--- config.mk ---
export PLATFORM = sky130hd
export DESIGN_NAME = pwm_deadtime_irq
export DESIGN_NICKNAME = d
export VERILOG_FILES = /design/src/verilog/pwm_dt_pkg.sv /design/src/verilog/pwm_deadtime_irq.sv /design/src/verilog/rise_delay.sv
export SDC_FILE = /design/constraint.sdc
export NUM_CORES = 1
export LEC_CHECK = 0
export BUFFER_PORTS_ARGS = -buffer_cell sky130_fd_sc_hd__buf_2
export CAP_MARGIN = 20
export CORE_UTILIZATION = 41
export DETAILED_ROUTE_END_ITERATION = 10
export SLEW_MARGIN = 20
export SYNTH_ARGS = -nofsm -noshare
export SYNTH_HDL_FRONTEND = slang
export SYNTH_HIERARCHICAL = 1
export SYNTH_SLANG_ARGS = --single-unit
--- constraint.sdc ---
create_clock -name mclk_in -period 2.3 [get_ports mclk_in]
set_clock_uncertainty 0.15 [all_clocks]
set_input_delay 0.345 -clock mclk_in [delete_from_list [all_inputs] [get_ports mclk_in]]
set_output_delay 0.345 -clock mclk_in [all_outputs]
set_load 0.03 [all_outputs]
--- src/verilog/pwm_dt_pkg.sv ---
// shared constants for the non-overlap delay and event flag block
package pwm_dt_pkg;

  localparam int ADDR_W = 8;
  localparam int DATA_W = 8;
  localparam int DLY_W = 4;

  // register offsets
  localparam logic [7:0] PAIR_B_EDGE_DELAY_OFS = 8'hc2;
  localparam logic [7:0] PAIR_C_EDGE_DELAY_OFS = 8'hc3;
  localparam logic [7:0] TIMER_EVENT_FLAGS_OFS = 8'hc4;
  localparam logic [7:0] TIMER_EVENT_ENABLES_OFS = 8'hc5;

  // reset values
  localparam logic [7:0] PAIR_B_EDGE_DELAY_RST = 8'h00;
  localparam logic [7:0] PAIR_C_EDGE_DELAY_RST = 8'h00;
  localparam logic [7:0] TIMER_EVENT_FLAGS_RST = 8'h00;
  localparam logic [7:0] TIMER_EVENT_ENABLES_RST = 8'h00;
  localparam logic [7:0] READ_UNMAPPED = 8'h00;

  // delay register nibbles: true output high, complement low
  localparam int DLY_TRUE_LSB = 4;
  localparam int DLY_COMP_LSB = 0;

  // flag and enable bit positions
  localparam int OVERFLOW_FLAG_BIT = 7;
  localparam int BOTTOM_FLAG_BIT = 6;
  localparam int A_MATCH_FLAG_BIT = 5;
  localparam int B_MATCH_FLAG_BIT = 4;
  localparam int C_MATCH_FLAG_BIT = 3;
  localparam int CAPTURE_FLAG_BIT = 2;

  // unused low bits of the flag register never set
  localparam logic [7:0] FLAG_IMPL_MASK = 8'hfc;

  // system clock cycles per pwm clock cycle
  localparam int PWM_DIV_DEFAULT = 1;
  localparam int PWM_DIV_MAX = 256;

  typedef enum logic [1:0] {
    DLY_IDLE,
    DLY_WAIT,
    DLY_HIGH
  } dly_state_t;

endpackage

--- src/verilog/pwm_deadtime_irq.sv ---
// non-overlap rise delay for pairs b and c, timer event flags and irq
//
// Behaviour
// RULE1 - b output rise delayed by upper nibble of b delay; falls pass at once
// RULE2 - bb output rise delayed by lower nibble of b delay register
// RULE3 - c output rise delayed by upper nibble of c delay register
// RULE4 - cb output rise delayed by lower nibble of c delay register
// RULE5 - bit 7 set on overflow (timer) or period match (pwm); w1c
// RULE6 - bit 6 set at counter bottom in back-to-back mode; w1c
// RULE7 - bit 5 set when counter equals a duty; w1c
// RULE8 - bit 4 set when counter equals b duty; w1c
// RULE9 - bit 3 set when counter equals c duty; w1c
// RULE10 - bit 2 set on capture, held until software writes one
// RULE11 - interrupt requested only where enable bit is one
// RULE12 - delay counts pwm cycles; zero adds none; writing zero keeps flag
`timescale 1ns/1ns
module pwm_deadtime_irq #(
  parameter int PWM_DIV = pwm_dt_pkg::PWM_DIV_DEFAULT
) (
  input wire logic mclk_in,
  input wire logic srst_in,
  input wire logic [pwm_dt_pkg::ADDR_W-1:0] addr_in,
  input wire logic [pwm_dt_pkg::DATA_W-1:0] wdata_in,
  input wire logic wr_in,
  input wire logic rd_in,
  output logic [pwm_dt_pkg::DATA_W-1:0] rdata_out,
  input wire logic pwm_mode_in,
  input wire logic b2b_mode_in,
  input wire logic overflow_evt_in,
  input wire logic period_match_evt_in,
  input wire logic bottom_evt_in,
  input wire logic a_match_evt_in,
  input wire logic b_match_evt_in,
  input wire logic c_match_evt_in,
  input wire logic capture_evt_in,
  input wire logic b_raw_in,
  input wire logic bb_raw_in,
  input wire logic c_raw_in,
  input wire logic cb_raw_in,
  output logic b_out,
  output logic bb_out,
  output logic c_out,
  output logic cb_out,
  output logic irq_out
);

  ////////////////////////////////////////////////////////////////////////
  // parameter check

  if (PWM_DIV < 1 || PWM_DIV > pwm_dt_pkg::PWM_DIV_MAX) begin : g_div_chk
    $error("PWM_DIV must lie in 1..256");
  end

  ////////////////////////////////////////////////////////////////////////
  // pwm clock enable

  logic [7:0] div_cnt_q;
  logic pwm_tick_q;

  // one-cycle enable; with PWM_DIV of 1 it is high every cycle
  always_ff @(posedge mclk_in) begin
    if (srst_in) begin
      div_cnt_q <= 8'h00;
      pwm_tick_q <= 1'b0;
    end else if (div_cnt_q == 8'(PWM_DIV - 1)) begin
      div_cnt_q <= 8'h00;
      pwm_tick_q <= 1'b1;
    end else begin
      div_cnt_q <= div_cnt_q + 8'h01;
      pwm_tick_q <= 1'b0;
    end
  end

  ////////////////////////////////////////////////////////////////////////
  // register decode

  logic pair_b_hit;
  logic pair_c_hit;
  logic flags_hit;
  logic enables_hit;

  always_comb begin
    pair_b_hit = 1'b0;
    pair_c_hit = 1'b0;
    flags_hit = 1'b0;
    enables_hit = 1'b0;
    if (addr_in == pwm_dt_pkg::PAIR_B_EDGE_DELAY_OFS) begin
      pair_b_hit = 1'b1;
    end else if (addr_in == pwm_dt_pkg::PAIR_C_EDGE_DELAY_OFS) begin
      pair_c_hit = 1'b1;
    end else if (addr_in == pwm_dt_pkg::TIMER_EVENT_FLAGS_OFS) begin
      flags_hit = 1'b1;
    end else if (addr_in == pwm_dt_pkg::TIMER_EVENT_ENABLES_OFS) begin
      enables_hit = 1'b1;
    end
  end

  ////////////////////////////////////////////////////////////////////////
  // delay registers

  logic [7:0] pair_b_edge_delay_q;
  logic [7:0] pair_c_edge_delay_q;

  always_ff @(posedge mclk_in) begin
    if (srst_in) begin
      pair_b_edge_delay_q <= pwm_dt_pkg::PAIR_B_EDGE_DELAY_RST;
      pair_c_edge_delay_q <= pwm_dt_pkg::PAIR_C_EDGE_DELAY_RST;
    end else if (wr_in && pair_b_hit) begin
      pair_b_edge_delay_q <= wdata_in;
    end else if (wr_in && pair_c_hit) begin
      pair_c_edge_delay_q <= wdata_in;
    end
  end

  logic [3:0] b_rise_delay;
  logic [3:0] b_comp_rise_delay;
  logic [3:0] c_rise_delay;
  logic [3:0] c_comp_rise_delay;

  assign b_rise_delay = pair_b_edge_delay_q[pwm_dt_pkg::DLY_TRUE_LSB +: 4];
  assign b_comp_rise_delay =
    pair_b_edge_delay_q[pwm_dt_pkg::DLY_COMP_LSB +: 4];
  assign c_rise_delay = pair_c_edge_delay_q[pwm_dt_pkg::DLY_TRUE_LSB +: 4];
  assign c_comp_rise_delay =
    pair_c_edge_delay_q[pwm_dt_pkg::DLY_COMP_LSB +: 4];

  ////////////////////////////////////////////////////////////////////////
  // delay lines

  rise_delay u_b_dly ( // see RULE1
    .mclk_in(mclk_in),
    .srst_in(srst_in),
    .tick_in(pwm_tick_q),
    .raw_in(b_raw_in),
    .dly_in(b_rise_delay),
    .out_out(b_out)
  );

  rise_delay u_bb_dly ( // see RULE2
    .mclk_in(mclk_in),
    .srst_in(srst_in),
    .tick_in(pwm_tick_q),
    .raw_in(bb_raw_in),
    .dly_in(b_comp_rise_delay),
    .out_out(bb_out)
  );

  rise_delay u_c_dly ( // see RULE3
    .mclk_in(mclk_in),
    .srst_in(srst_in),
    .tick_in(pwm_tick_q),
    .raw_in(c_raw_in),
    .dly_in(c_rise_delay),
    .out_out(c_out)
  );

  rise_delay u_cb_dly ( // see RULE4
    .mclk_in(mclk_in),
    .srst_in(srst_in),
    .tick_in(pwm_tick_q),
    .raw_in(cb_raw_in),
    .dly_in(c_comp_rise_delay),
    .out_out(cb_out)
  );

  ////////////////////////////////////////////////////////////////////////
  // event flags

  logic [7:0] evt_set;
  logic [7:0] flag_clr;
  logic [7:0] timer_event_flags_q;
  logic [7:0] timer_event_flags_d;

  always_comb begin
    evt_set = 8'h00;
    evt_set[pwm_dt_pkg::OVERFLOW_FLAG_BIT] =
      (overflow_evt_in && !pwm_mode_in) ||
      (period_match_evt_in && pwm_mode_in); // see RULE5
    evt_set[pwm_dt_pkg::BOTTOM_FLAG_BIT] =
      bottom_evt_in && b2b_mode_in; // see RULE6
    evt_set[pwm_dt_pkg::A_MATCH_FLAG_BIT] = a_match_evt_in; // see RULE7
    evt_set[pwm_dt_pkg::B_MATCH_FLAG_BIT] = b_match_evt_in; // see RULE8
    evt_set[pwm_dt_pkg::C_MATCH_FLAG_BIT] = c_match_evt_in; // see RULE9
    evt_set[pwm_dt_pkg::CAPTURE_FLAG_BIT] = capture_evt_in; // see RULE10
  end

  // zeros in the write data clear nothing
  assign flag_clr = (wr_in && flags_hit) ? wdata_in : 8'h00; // see RULE12

  // a set in the clearing cycle wins, so no event is lost
  assign timer_event_flags_d =
    ((timer_event_flags_q & ~flag_clr) | evt_set) &
    pwm_dt_pkg::FLAG_IMPL_MASK;

  always_ff @(posedge mclk_in) begin
    if (srst_in) begin
      timer_event_flags_q <= pwm_dt_pkg::TIMER_EVENT_FLAGS_RST;
    end else begin
      timer_event_flags_q <= timer_event_flags_d;
    end
  end

  ////////////////////////////////////////////////////////////////////////
  // enables and interrupt

  logic [7:0] timer_event_enables_q;
  logic [7:0] timer_event_enables_d;
  logic irq_q;

  assign timer_event_enables_d = (wr_in && enables_hit) ?
    wdata_in : timer_event_enables_q;

  always_ff @(posedge mclk_in) begin
    if (srst_in) begin
      timer_event_enables_q <= pwm_dt_pkg::TIMER_EVENT_ENABLES_RST;
    end else begin
      timer_event_enables_q <= timer_event_enables_d;
    end
  end

  // built from next values so the pin tracks the flags with no lag
  always_ff @(posedge mclk_in) begin
    if (srst_in) begin
      irq_q <= 1'b0;
    end else begin
      irq_q <= |(timer_event_flags_d & timer_event_enables_d); // see RULE11
    end
  end

  assign irq_out = irq_q;

  ////////////////////////////////////////////////////////////////////////
  // read port

  logic [7:0] rdata_q;

  always_ff @(posedge mclk_in) begin
    if (srst_in) begin
      rdata_q <= pwm_dt_pkg::READ_UNMAPPED;
    end else if (rd_in && pair_b_hit) begin
      rdata_q <= pair_b_edge_delay_q;
    end else if (rd_in && pair_c_hit) begin
      rdata_q <= pair_c_edge_delay_q;
    end else if (rd_in && flags_hit) begin
      rdata_q <= timer_event_flags_q;
    end else if (rd_in && enables_hit) begin
      rdata_q <= timer_event_enables_q;
    end else begin
      rdata_q <= pwm_dt_pkg::READ_UNMAPPED;
    end
  end

  assign rdata_out = rdata_q;
endmodule

--- src/verilog/rise_delay.sv ---
// rising-edge-only delay line for one pwm output
`timescale 1ns/1ns
module rise_delay (
  input wire logic mclk_in,
  input wire logic srst_in,
  input wire logic tick_in,
  input wire logic raw_in,
  input wire logic [pwm_dt_pkg::DLY_W-1:0] dly_in,
  output logic out_out
);

  pwm_dt_pkg::dly_state_t state_q;
  logic [pwm_dt_pkg::DLY_W-1:0] cnt_q;
  logic out_q;

  assign out_out = out_q;

  // falling input wins at once; a rise waits dly_in pwm ticks
  always_ff @(posedge mclk_in) begin
    if (srst_in) begin
      state_q <= pwm_dt_pkg::DLY_IDLE;
      cnt_q <= '0;
      out_q <= 1'b0;
    end else if (!raw_in) begin
      state_q <= pwm_dt_pkg::DLY_IDLE;
      cnt_q <= '0;
      out_q <= 1'b0;
    end else begin
      case (state_q)
        pwm_dt_pkg::DLY_IDLE: begin
          // delay sampled at the edge, later writes act next edge
          if (dly_in == '0) begin
            state_q <= pwm_dt_pkg::DLY_HIGH;
            out_q <= 1'b1;
          end else begin
            state_q <= pwm_dt_pkg::DLY_WAIT;
            cnt_q <= dly_in;
          end
        end
        pwm_dt_pkg::DLY_WAIT: begin
          if (tick_in) begin
            cnt_q <= cnt_q - 1'b1;
            if (cnt_q == 4'h1) begin
              state_q <= pwm_dt_pkg::DLY_HIGH;
              out_q <= 1'b1;
            end
          end
        end
        default: begin
          out_q <= 1'b1;
        end
      endcase
    end
  end

endmodule

=== Yosys cells after proc, flatten, opt, wreduce, memory -nomap -nowiden ===
Cells that the tools add are included.
Widths: inputs -> output; s select.

* Register bits: 78
* Bits in latches: 0
* Memory bits (writable): 0
* ROM bits: 0
* Input port bits: 33
* Output and inout bits: 13
* Word-level logic and storage cells: 169
* Memories: 0

* Add/sub/neg operators: 5
* Multiply operators: 0
* Divide/modulo/power cells: 0
* Order comparisons: 0
* Equality and inequality tests: 28
* Shift operators: 0
* Multiplexer cells: 61
* Bitwise gates (word level): 9
* Reductions and logical operators: 45

{| class="wikitable"
|+ Operator list
! cell !! number
|-
| $mux 8 || 6
|-
| $reduce_and 3->1 || 12
|-
| $eq 8x8->1 const B || 4
|-
| $mux 4 || 8
|-
| $pmux 4 s2 || 4
|-
| $mux 2 || 12
|-
| $mux 1 || 23
|-
| $and 8x8->8 || 2
|-
| $eq 4x1->1 const B || 4
|-
| $logic_not 4->1 || 4
|-
| $ne 2x1->1 const B || 8
|-
| $ne 2x2->1 const B || 8
|-
| $pmux 2 s2 || 4
|-
| $sub 4x1->4 const B || 4
|-
| $logic_and 1x1->1 || 11
|-
| $reduce_or 2->1 || 5
|-
| $add 8x1->8 const B || 1
|-
| $eq 2x1->1 const B || 4
|-
| $logic_not 2->1 || 4
|-
| $logic_not 8->1 || 1
|-
| $not 8->8 || 1
|-
| $or 8x8->8 || 1
|-
| $pmux 1 s2 || 4
|-
| $reduce_bool 2->1 || 4
|-
| other kinds (5) || 9
|}

=== Logic depth before layout (Yosys ltp) ===
Gate-level depths: netlist of the first run.

* Word-level depth: 11
* Mapped depth: 7
* Depth with buffers taken out: 6

=== Modules after synthesis ===
The synthesis of the first run kept the hierarchy.

{| class="wikitable"
|+ Modules (own cells, without submodules)
! module !! instances !! cells each !! area an instance (sq um)
|-
| pwm_deadtime_irq || 1 || 242 || 2158.3
|-
| rise_delay || 4 || 45 || 392.9
|}

=== Worst setup path after synthesis of the first run ===
OpenSTA, ideal clock, no wires.

* Kind: input port to flip-flop
* Start point: input addr_in[4] (netlist bit)
* End point: register irq_q, in the netlist irq_out
* Data arrival time: 1433 ps
* Required time: 2016 ps
* Setup slack: 584 ps
* Stages: 6
* Buffers on the path: 0
* Cell sequence: nor4bb_4 -> nor3b_1 -> nand3_1 -> a21oi_1 -> o22a_2 -> a41oi_2

* Cells in the longest elaborated chain, start to end: 11
* Elaborated cells between the ends (all ways): 20
* Classes of those cells: 4 x eq/ne; 9 x mux; 4 x bitwise; 3 x reduce/logical

{| class="wikitable"
|+ Ends and longest elaborated chain
! item !! RTL line !! text
|-
| start, declared || pwm_deadtime_irq.sv:22 || <nowiki>input wire logic [pwm_dt_pkg::ADDR_W-1:0] addr_in,</nowiki>
|-
| $eq 8x8->1 || pwm_deadtime_irq.sv:91 || <nowiki>end else if (addr_in == pwm_dt_pkg::TIMER_EVENT_FLAGS_OFS) begin</nowiki>
|-
| $mux 1 || pwm_deadtime_irq.sv:91 ||
|-
| $mux 1 || pwm_deadtime_irq.sv:89 || <nowiki>end else if (addr_in == pwm_dt_pkg::PAIR_C_EDGE_DELAY_OFS) begin</nowiki>
|-
| $mux 1 || pwm_deadtime_irq.sv:87 || <nowiki>if (addr_in == pwm_dt_pkg::PAIR_B_EDGE_DELAY_OFS) begin</nowiki>
|-
| $logic_and 1x1->1 || pwm_deadtime_irq.sv:188 || <nowiki>assign flag_clr = (wr_in && flags_hit) ? wdata_in : 8'h00;</nowiki>
|-
| $mux 8 || pwm_deadtime_irq.sv:188 ||
|-
| $not 8->8 || pwm_deadtime_irq.sv:192 || <nowiki>((timer_event_flags_q & ~flag_clr) | evt_set) &</nowiki>
|-
| $and 8x8->8 || pwm_deadtime_irq.sv:192 ||
|-
| $or 8x8->8 || pwm_deadtime_irq.sv:192 ||
|-
| $and 8x8->8 * || pwm_deadtime_irq.sv:226 || <nowiki>irq_q <= |(timer_event_flags_d & timer_event_enables_d);</nowiki>
|-
| $reduce_or 8->1 * || pwm_deadtime_irq.sv:226 ||
|-
| end signal, assigned || pwm_deadtime_irq.sv:226 ||
|-
| end, declared || pwm_deadtime_irq.sv:208 || <nowiki>logic irq_q;</nowiki>
|}

Every way passes the cells marked *; elsewhere a longest branch is shown, timed or not.
A chain may end at the register's enable or synchronous reset.

=== Worst setup path in the final report of the first run ===
* Start point: register pair_c_edge_delay_q[6]
* End point: register u_c_dly/cnt_q[1] (netlist bit)

* Cells in the longest elaborated chain, start to end: 3

{| class="wikitable"
|+ Ends and longest elaborated chain
! item !! RTL line !! text
|-
| start, declared || pwm_deadtime_irq.sv:102 || <nowiki>logic [7:0] pair_c_edge_delay_q;</nowiki>
|-
| start signal, assigned || pwm_deadtime_irq.sv:107 || <nowiki>pair_c_edge_delay_q <= pwm_dt_pkg::PAIR_C_EDGE_DELAY_RST;</nowiki>
|-
| start signal, assigned || pwm_deadtime_irq.sv:111 || <nowiki>pair_c_edge_delay_q <= wdata_in;</nowiki>
|-
| $logic_not 4->1 || rise_delay.sv:32 || <nowiki>if (dly_in == '0) begin</nowiki>
|-
| $ne 2x2->1 (no source line) || -- ||
|-
| $reduce_and 3->1 (no source line) || -- ||
|-
| end signal, assigned || rise_delay.sv:37 || <nowiki>cnt_q <= dly_in;</nowiki>
|-
| end signal, assigned || rise_delay.sv:42 || <nowiki>cnt_q <= cnt_q - 1'b1;</nowiki>
|-
| end, declared || rise_delay.sv:13 || <nowiki>logic [pwm_dt_pkg::DLY_W-1:0] cnt_q;</nowiki>
|}

No other way between the ends.

==> impl_metrics.toml, run 1 <==
[status]
run_status = "finished clean"

[power_and_ir_drop]
powerDensity_mw_per_mm2 = 604
leakage_uw = 0.00179
peakVddDrop_uv = 366

[hold_path]
hold_class = "input pin to flip-flop"

[synth]
avgSynthCellArea_um2 = 8.84
synth-edff-count = 0
ys_types = 49
syn-instance-count = 422
synth_fp_nets = 465
synth_top_area_cell = "dfxtp_1"
synth_seq_area_share_pct = 40.8
ys_async_sr_fraction_pct = 0
synthDominantCellAreaShare_pct = 40.8
synth-main-ff-cell = "dfxtp_1"
yosys-top-cells-area = "dfxtp_1, nor2_1, a21oi_1"
syn_area_mm2 = 0.00373
yosysWarnings = 6
synth-seq-cells = 76

[detailed_routing]
ant_nets = 0
wl_per_cell_um = 14.0
viasPerCell = 5.30
drt_iter0_markers = 115
wl_um = 8240
route.vias.total = 3110
dr.pass1.iters = 4
drc = 0

[sta]
rsz0062_at_grt = "false"
fin_ws_ns = 0.529
worst_slew_pin_slew_ns = 0.478
hold_viol_final = 0
maxSlewViolCount = 0
fin_setup_tns_ns = 0
relSlewSlack_pct = 68.1
min_period_ns = 1.77
max_freq_mhz = 565
finalSetupViolCount = 0
fin_hold_ws_ns = 0.0947
finalCritPeriodShare_pct = 77.0

[global_route]
grt_max_degree = 25
grtUsageTotal_pct = 18.4
antenna_found_initial = 0
grt_pass1_vias = 3001
grt_pass1_wl_um = 14100
globalRoute.totalOverflow = 0

[critical_path]
arrival_ns = 1.88
path_class = "flip-flop to flip-flop"
crit_required_ns = 2.41
path_cells = "or4_4 -> a22oi_4 -> a211oi_1 -> a211oi_2"
critPathTopFamily = "compound AO/OA/AOI/OAI gates"
cp-start-kind = "flip-flop"
worst_path_max_delay_cell = "or4_4"
cp-end-kind = "flip-flop"
critPathBufInv = 0
crit_fanout = 7
critPathMaxStageDelay_ns = 0.57

[floorplan]
die_w_um = 97.4
dieArea_mm2 = 0.00948
pin_count = 46
start_util_pct = 42.6
die_h_um = 97.4
rows = 34
core_area_mm2 = 0.00876

[cts]
cts_root_buf = "clkbuf_8"
clk_latency_ns = 0.34
cts_buffers = 9
clkTransAtPathRegs_ns = 0.08
cts_setup_buffers = 0
cts_tree = "yes"
h-tree-depth = 3
clock-sinks = 76
cts.repair.resized = 0
clk_path_buf_depth = 2
postCtsHoldBufs = 0

[cells_and_area]
fin_nets = 517
area_delta_synth_final_pct = 15.2
seq_area_mm2 = 0.00152
multiInputGateArea_mm2 = 0.00207
final_cell_count_no_fill = 587
drive_above_1_share_pct = 21.7
finalInstanceArea_mm2 = 0.00430
n_antenna_cell = 0
nFillCells = 891

[flow_run]
max-cap-violations = 0

[placement]
placed_cell_area_mm2 = 0.00408
post-dp-hpwl_um = 6080
port_buffers = 45
pre_cts_slack_ns = 0.302
dpl.cell_count = 571
gp_congestion = 0.827
-- state kept, by name (all words and copies together), names as in the netlist, 2 cells and up --
| name | cells |
|---|---|
| u_cb_dly/cnt_q | 4 |
| u_b_dly/cnt_q | 4 |
| pair_c_edge_delay_q | 8 |
| u_c_dly/cnt_q | 4 |
| timer_event_flags_q | 6 |
| u_b_dly/state_q | 2 |
| rdata_out | 8 |
| u_c_dly/state_q | 2 |
| div_cnt_q | 8 |
| pair_b_edge_delay_q | 8 |
| timer_event_enables_q | 8 |
| u_cb_dly/state_q | 2 |
| u_bb_dly/state_q | 2 |
| u_bb_dly/cnt_q | 4 |
-- area by class of cell --
class / instances / share of cell area (%)
Clock buffer: 9 / 2.88
Clock inverter: 7 / 2.13
Inverter: 17 / 1.49
Multi-Input combinational cell: 317 / 48.3
Sequential cell: 76 / 35.4
Tap cell: 108 / 3.15
Timing Repair Buffer: 53 / 6.64
-- cell families after synthesis --
kind of cell | Yosys count | synth area share, %
AOI/OAI and AO/OA | 98 | 18.7
xor gates and xnor gates | 6 | 1.41
adders and majority gates | 10 | 3.35
buffers and inverters | 29 | 3.59
DFF | 76 | 40.8
muxes | 22 | 6.11
and+or+nand+nor | 181 | 26.1
-- per-layer routing --
| layer | track usage, % | vias to the layer above | routed length, µm |
|---|---|---|---|
| li1 | - | 1588 | - |
| met5 | 0 | - | 0 |
| met4 | 4.98 | 0 | 96 |
| met1 | 23.3 | 1464 | 3900 |
| met2 | 31.1 | 51 | 4000 |
| met3 | 4.60 | 7 | 242 |
-- placed cells by master (no fill, tap or decap), drive strengths merged, types with 3 or more instances in the layout --
master	count
nor2	79
dfxtp	76
buf	53
a21oi	46
nand2	31
inv	17
mux2i	16
nand2b	14
a22oi	14
nand3b	13
ha	10
nor2b	9
clkbuf	9
a211oi	9
a21o	8
o21ai	8
mux2	6
nor3	6
nand3	6
and3	4
xnor2	4
or4	4
or4bb	4
clkinv	4
o22ai	3
a31oi	3
nor4b	3
-- tightest hold or removal path: cells and delay by family --
family / cells / cell delay (ns)
buffers and inverters: 1 / 0.10
and+or+nand+nor: 1 / 0.07
AOI/OAI and AO/OA: 1 / 0.04
-- cells in the mapped netlist (all sizes together), types with 2 or more instances --
master	instances
nor2	79
dfxtp	76
a21oi	46
nand2	31
inv	17
mux2i	16
a22oi	14
nand2b	14
nand3b	13
ha	10
a211oi	9
nor2b	9
a21o	8
o21ai	8
clkbuf	7
mux2	6
nand3	6
nor3	6
buf	5
and3	4
or4	4
or4bb	4
xnor2	4
a31oi	3
nor4b	3
o22ai	3
a32oi	2
a41oi	2
nand4	2
nor3b	2
xor2	2
-- worst paths after layout --
| path | from | end | slack, ns | cells after the start |
|---|---|---|---|---|
| worst min-delay path | b_match_evt_in | timer_event_flags_q[4] | 0.09 | 3 |
| worst max-delay path | pair_c_edge_delay_q[6] | u_c_dly/cnt_q[1] | 0.53 | 4 |
| worst max register to register | pair_c_edge_delay_q[6] | u_c_dly/cnt_q[1] | 0.53 | 4 |
| worst min register to register | u_c_dly/out_out | u_c_dly/out_out | 0.32 | 2 |
-- report_power, final --
part | total (µW) | switching (µW) | leakage, µW | internal (µW)
clock network | 1090 | 487 | 0.000109 | 607
registers | 1350 | 15.3 | 0.000616 | 1330
logic | 152 | 91.9 | 0.00106 | 60.5
-- per-stage QoR --
stage,util [%],power (µW)
2_1_floorplan,-,1460
3_3_place_gp,46.6,1530
3_5_place_dp,46.6,1530
4_1_cts,49.0,2630
5_1_grt,49.0,2700
6_report,49.0,2590
(Power assumes the default switching activity.)
==> run 2, diff against run 1 <==
==> constraint.sdc (replaced) <==
create_clock -name mclk_in -period 1.6 [get_ports mclk_in]
set_clock_uncertainty 0.15 [all_clocks]
set_input_delay 0.24 -clock mclk_in [delete_from_list [all_inputs] [get_ports mclk_in]]
set_output_delay 0.24 -clock mclk_in [all_outputs]
set_load 0.03 [all_outputs]
==> run 2 against run 1 <==
Against the previous run: the run now ends with negative setup slack left; largest power group unchanged; count of clock-buffer cells in the layout rose by 1; via count up 7.3%; sequential share of layout area decreased by 3.9 points; global-route usage up 1.1 points; highest routed layer unchanged; combinational power rose by 70%; first-iteration DRC count increased by 32%; clock power is 65% higher; sequential power increased by 44%; non-clock buffer count rose by 55; register-to-register slack got worse by 0.59 ns.
==> impl_metrics.toml, run 2 (synthesis results as in run 1) <==
[detailed_routing]
dr.pass1.iters = 4
viasPerCell = 5.20
drc = 0
wl_per_cell_um = 14.2
route.vias.total = 3338
ant_nets = 0
drt_iter0_markers = 152
wl_um = 9110

[power_and_ir_drop]
switching_share_pct = 22.1
pwr-share-comb_pct = 6.5
p_switching_uw = 883
peakVddDrop_uv = 569
power.internal_uw = 3110
powerDensity_mw_per_mm2 = 822
p_seq_share_pct = 48.5
pwr-share-clk_pct = 45.0
leakage_uw = 0.00208

[cts]
cts_root_buf = "clkbuf_8"
cts_buffers = 9
clkTransAtPathRegs_ns = 0.09
clk_path_buf_depth = 2
clock-sinks = 76
clk_latency_ns = 0.35
cts_tree = "yes"
h-tree-depth = 3

[global_route]
grt_max_degree = 22
antenna_found_initial = 0
globalRoute.totalOverflow = 0
grt_pass1_vias = 3245
grt_pass1_wl_um = 15100
grtUsageTotal_pct = 19.5

[sta]
min_period_ns = 1.67
rsz0062_at_grt = "true"
finalCritPeriodShare_pct = 104
max_freq_mhz = 601
finalSetupViolCount = 16
hold_viol_final = 0
maxSlewViolCount = 0
fin_ws_ns = -0.0651
worst_slew_pin_slew_ns = 0.351
relSlewSlack_pct = 76.6

[status]
run_status = "finished with violations"
violations = "negative setup slack"

[placement]
port_buffers = 45
gp_congestion = 0.857
post-dp-hpwl_um = 6770
dpl.cell_count = 619
placed_cell_area_mm2 = 0.00447

[critical_path]
cp-end-kind = "flip-flop"
crit_required_ns = 1.67
crit_fanout = 7
cp-start-kind = "flip-flop"
path_class = "flip-flop to flip-flop"
arrival_ns = 1.74

[cells_and_area]
n_antenna_cell = 0
layout_commonest_cell = "nor2_1"
nFillCells = 827
multiInputGateArea_mm2 = 0.00214
post-route-util_pct = 55.4
finalInstanceArea_mm2 = 0.00486
area_delta_synth_final_pct = 30.2
layout_common_cells = "nor2_1, dfxtp_1, buf_4"
final_cell_count_no_fill = 642
seq_area_mm2 = 0.00153
drive_above_1_share_pct = 33.3
fin_nets = 572

[floorplan]
start_util_pct = 42.6
dieArea_mm2 = 0.00948
core_area_mm2 = 0.00876
pin_count = 46
die_w_um = 97.4
die_h_um = 97.4
rows = 34

[hold_path]
hold_class = "input pin to flip-flop"

[flow_run]
max-cap-violations = 0
[run 2: cell count changes in the layout (fill, tap and decap cells not counted), sizes merged]
cell,delta
buf,+53
bufinv,+1
clkbuf,+1
clkinv,-2
dlygate4sd3,+2
[run 2: power groups by stage]
stage | sequential (µW) | clock [µW] | combinational (µW)
5_1_grt | 1940 | 1930 | 280
3_5_place_dp | 1980 | 0 | 251
3_3_place_gp | 1980 | 0 | 249
2_1_floorplan | 1990 | 0 | 112
6_report | 1940 | 1800 | 258
4_1_cts | 1940 | 1860 | 258
[run 2: worst paths after layout]
path	cells after the start	endpoint	slack (ns)	startpoint
worst max-delay path	4	u_b_dly/cnt_q[1]	-0.07	pair_b_edge_delay_q[6]
worst min-delay path	3	timer_event_flags_q[6]	0.03	b2b_mode_in
worst min register to register	1	div_cnt_q[0]	0.32	div_cnt_q[0]
worst max register to register	4	u_b_dly/cnt_q[1]	-0.07	pair_b_edge_delay_q[6]
[run 2: through the flow]
stage               setup slack, ns  total power [µW]  setup TNS [ns]  hold WS, ns
finish                      -0.0651              3990          -0.580       0.0260
global route                 -0.118              4150           -1.87      0.00667
CTS                         -0.0757              4050          -0.890      0.00613
detailed placement           -0.228              2230           -3.22        0.305
global placement             -0.168              2230           -2.17        0.291
floorplan                  -0.00717              2100        -0.00717        0.207
[run 2: repair_timing]
| item | 4_1_cts | 5_1_grt |
|---|---|---|
| pin swaps | 16 | 21 |
| gates resized for setup | 16 | 15 |
| endpoints found under the hold margin | 2 | 0 |
| endpoints found under the setup margin | 25 | 35 |
| hold buffers | 2 | 0 |
| buffers inserted | 3 | 2 |
[run 2: routing by layer]
metal,share of wire (%),GRT usage (%),vias to the layer above
met5,0,0,-
met3,2.7,4.75,10
met1,45,23.1,1579
met4,1.1,5.66,0
met2,51,34.7,56
li1,-,-,1693
[run 2: worst max-delay path, stage by stage, from the launching register on]
cell      delay [ns]
dfxtp_2         0.33
or4_4           0.56
a22oi_4         0.32
buf_6           0.15
a211oi_2        0.05
[run 2: cell type report]
class	count	share of cell area (%)
repair buffers	108	15.3
inverters	17	1.31
multi-input cells	317	44.0
clock buffers	10	2.83
clock inverters	6	2.29
well taps	108	2.78
flip-flops and latches	76	31.5
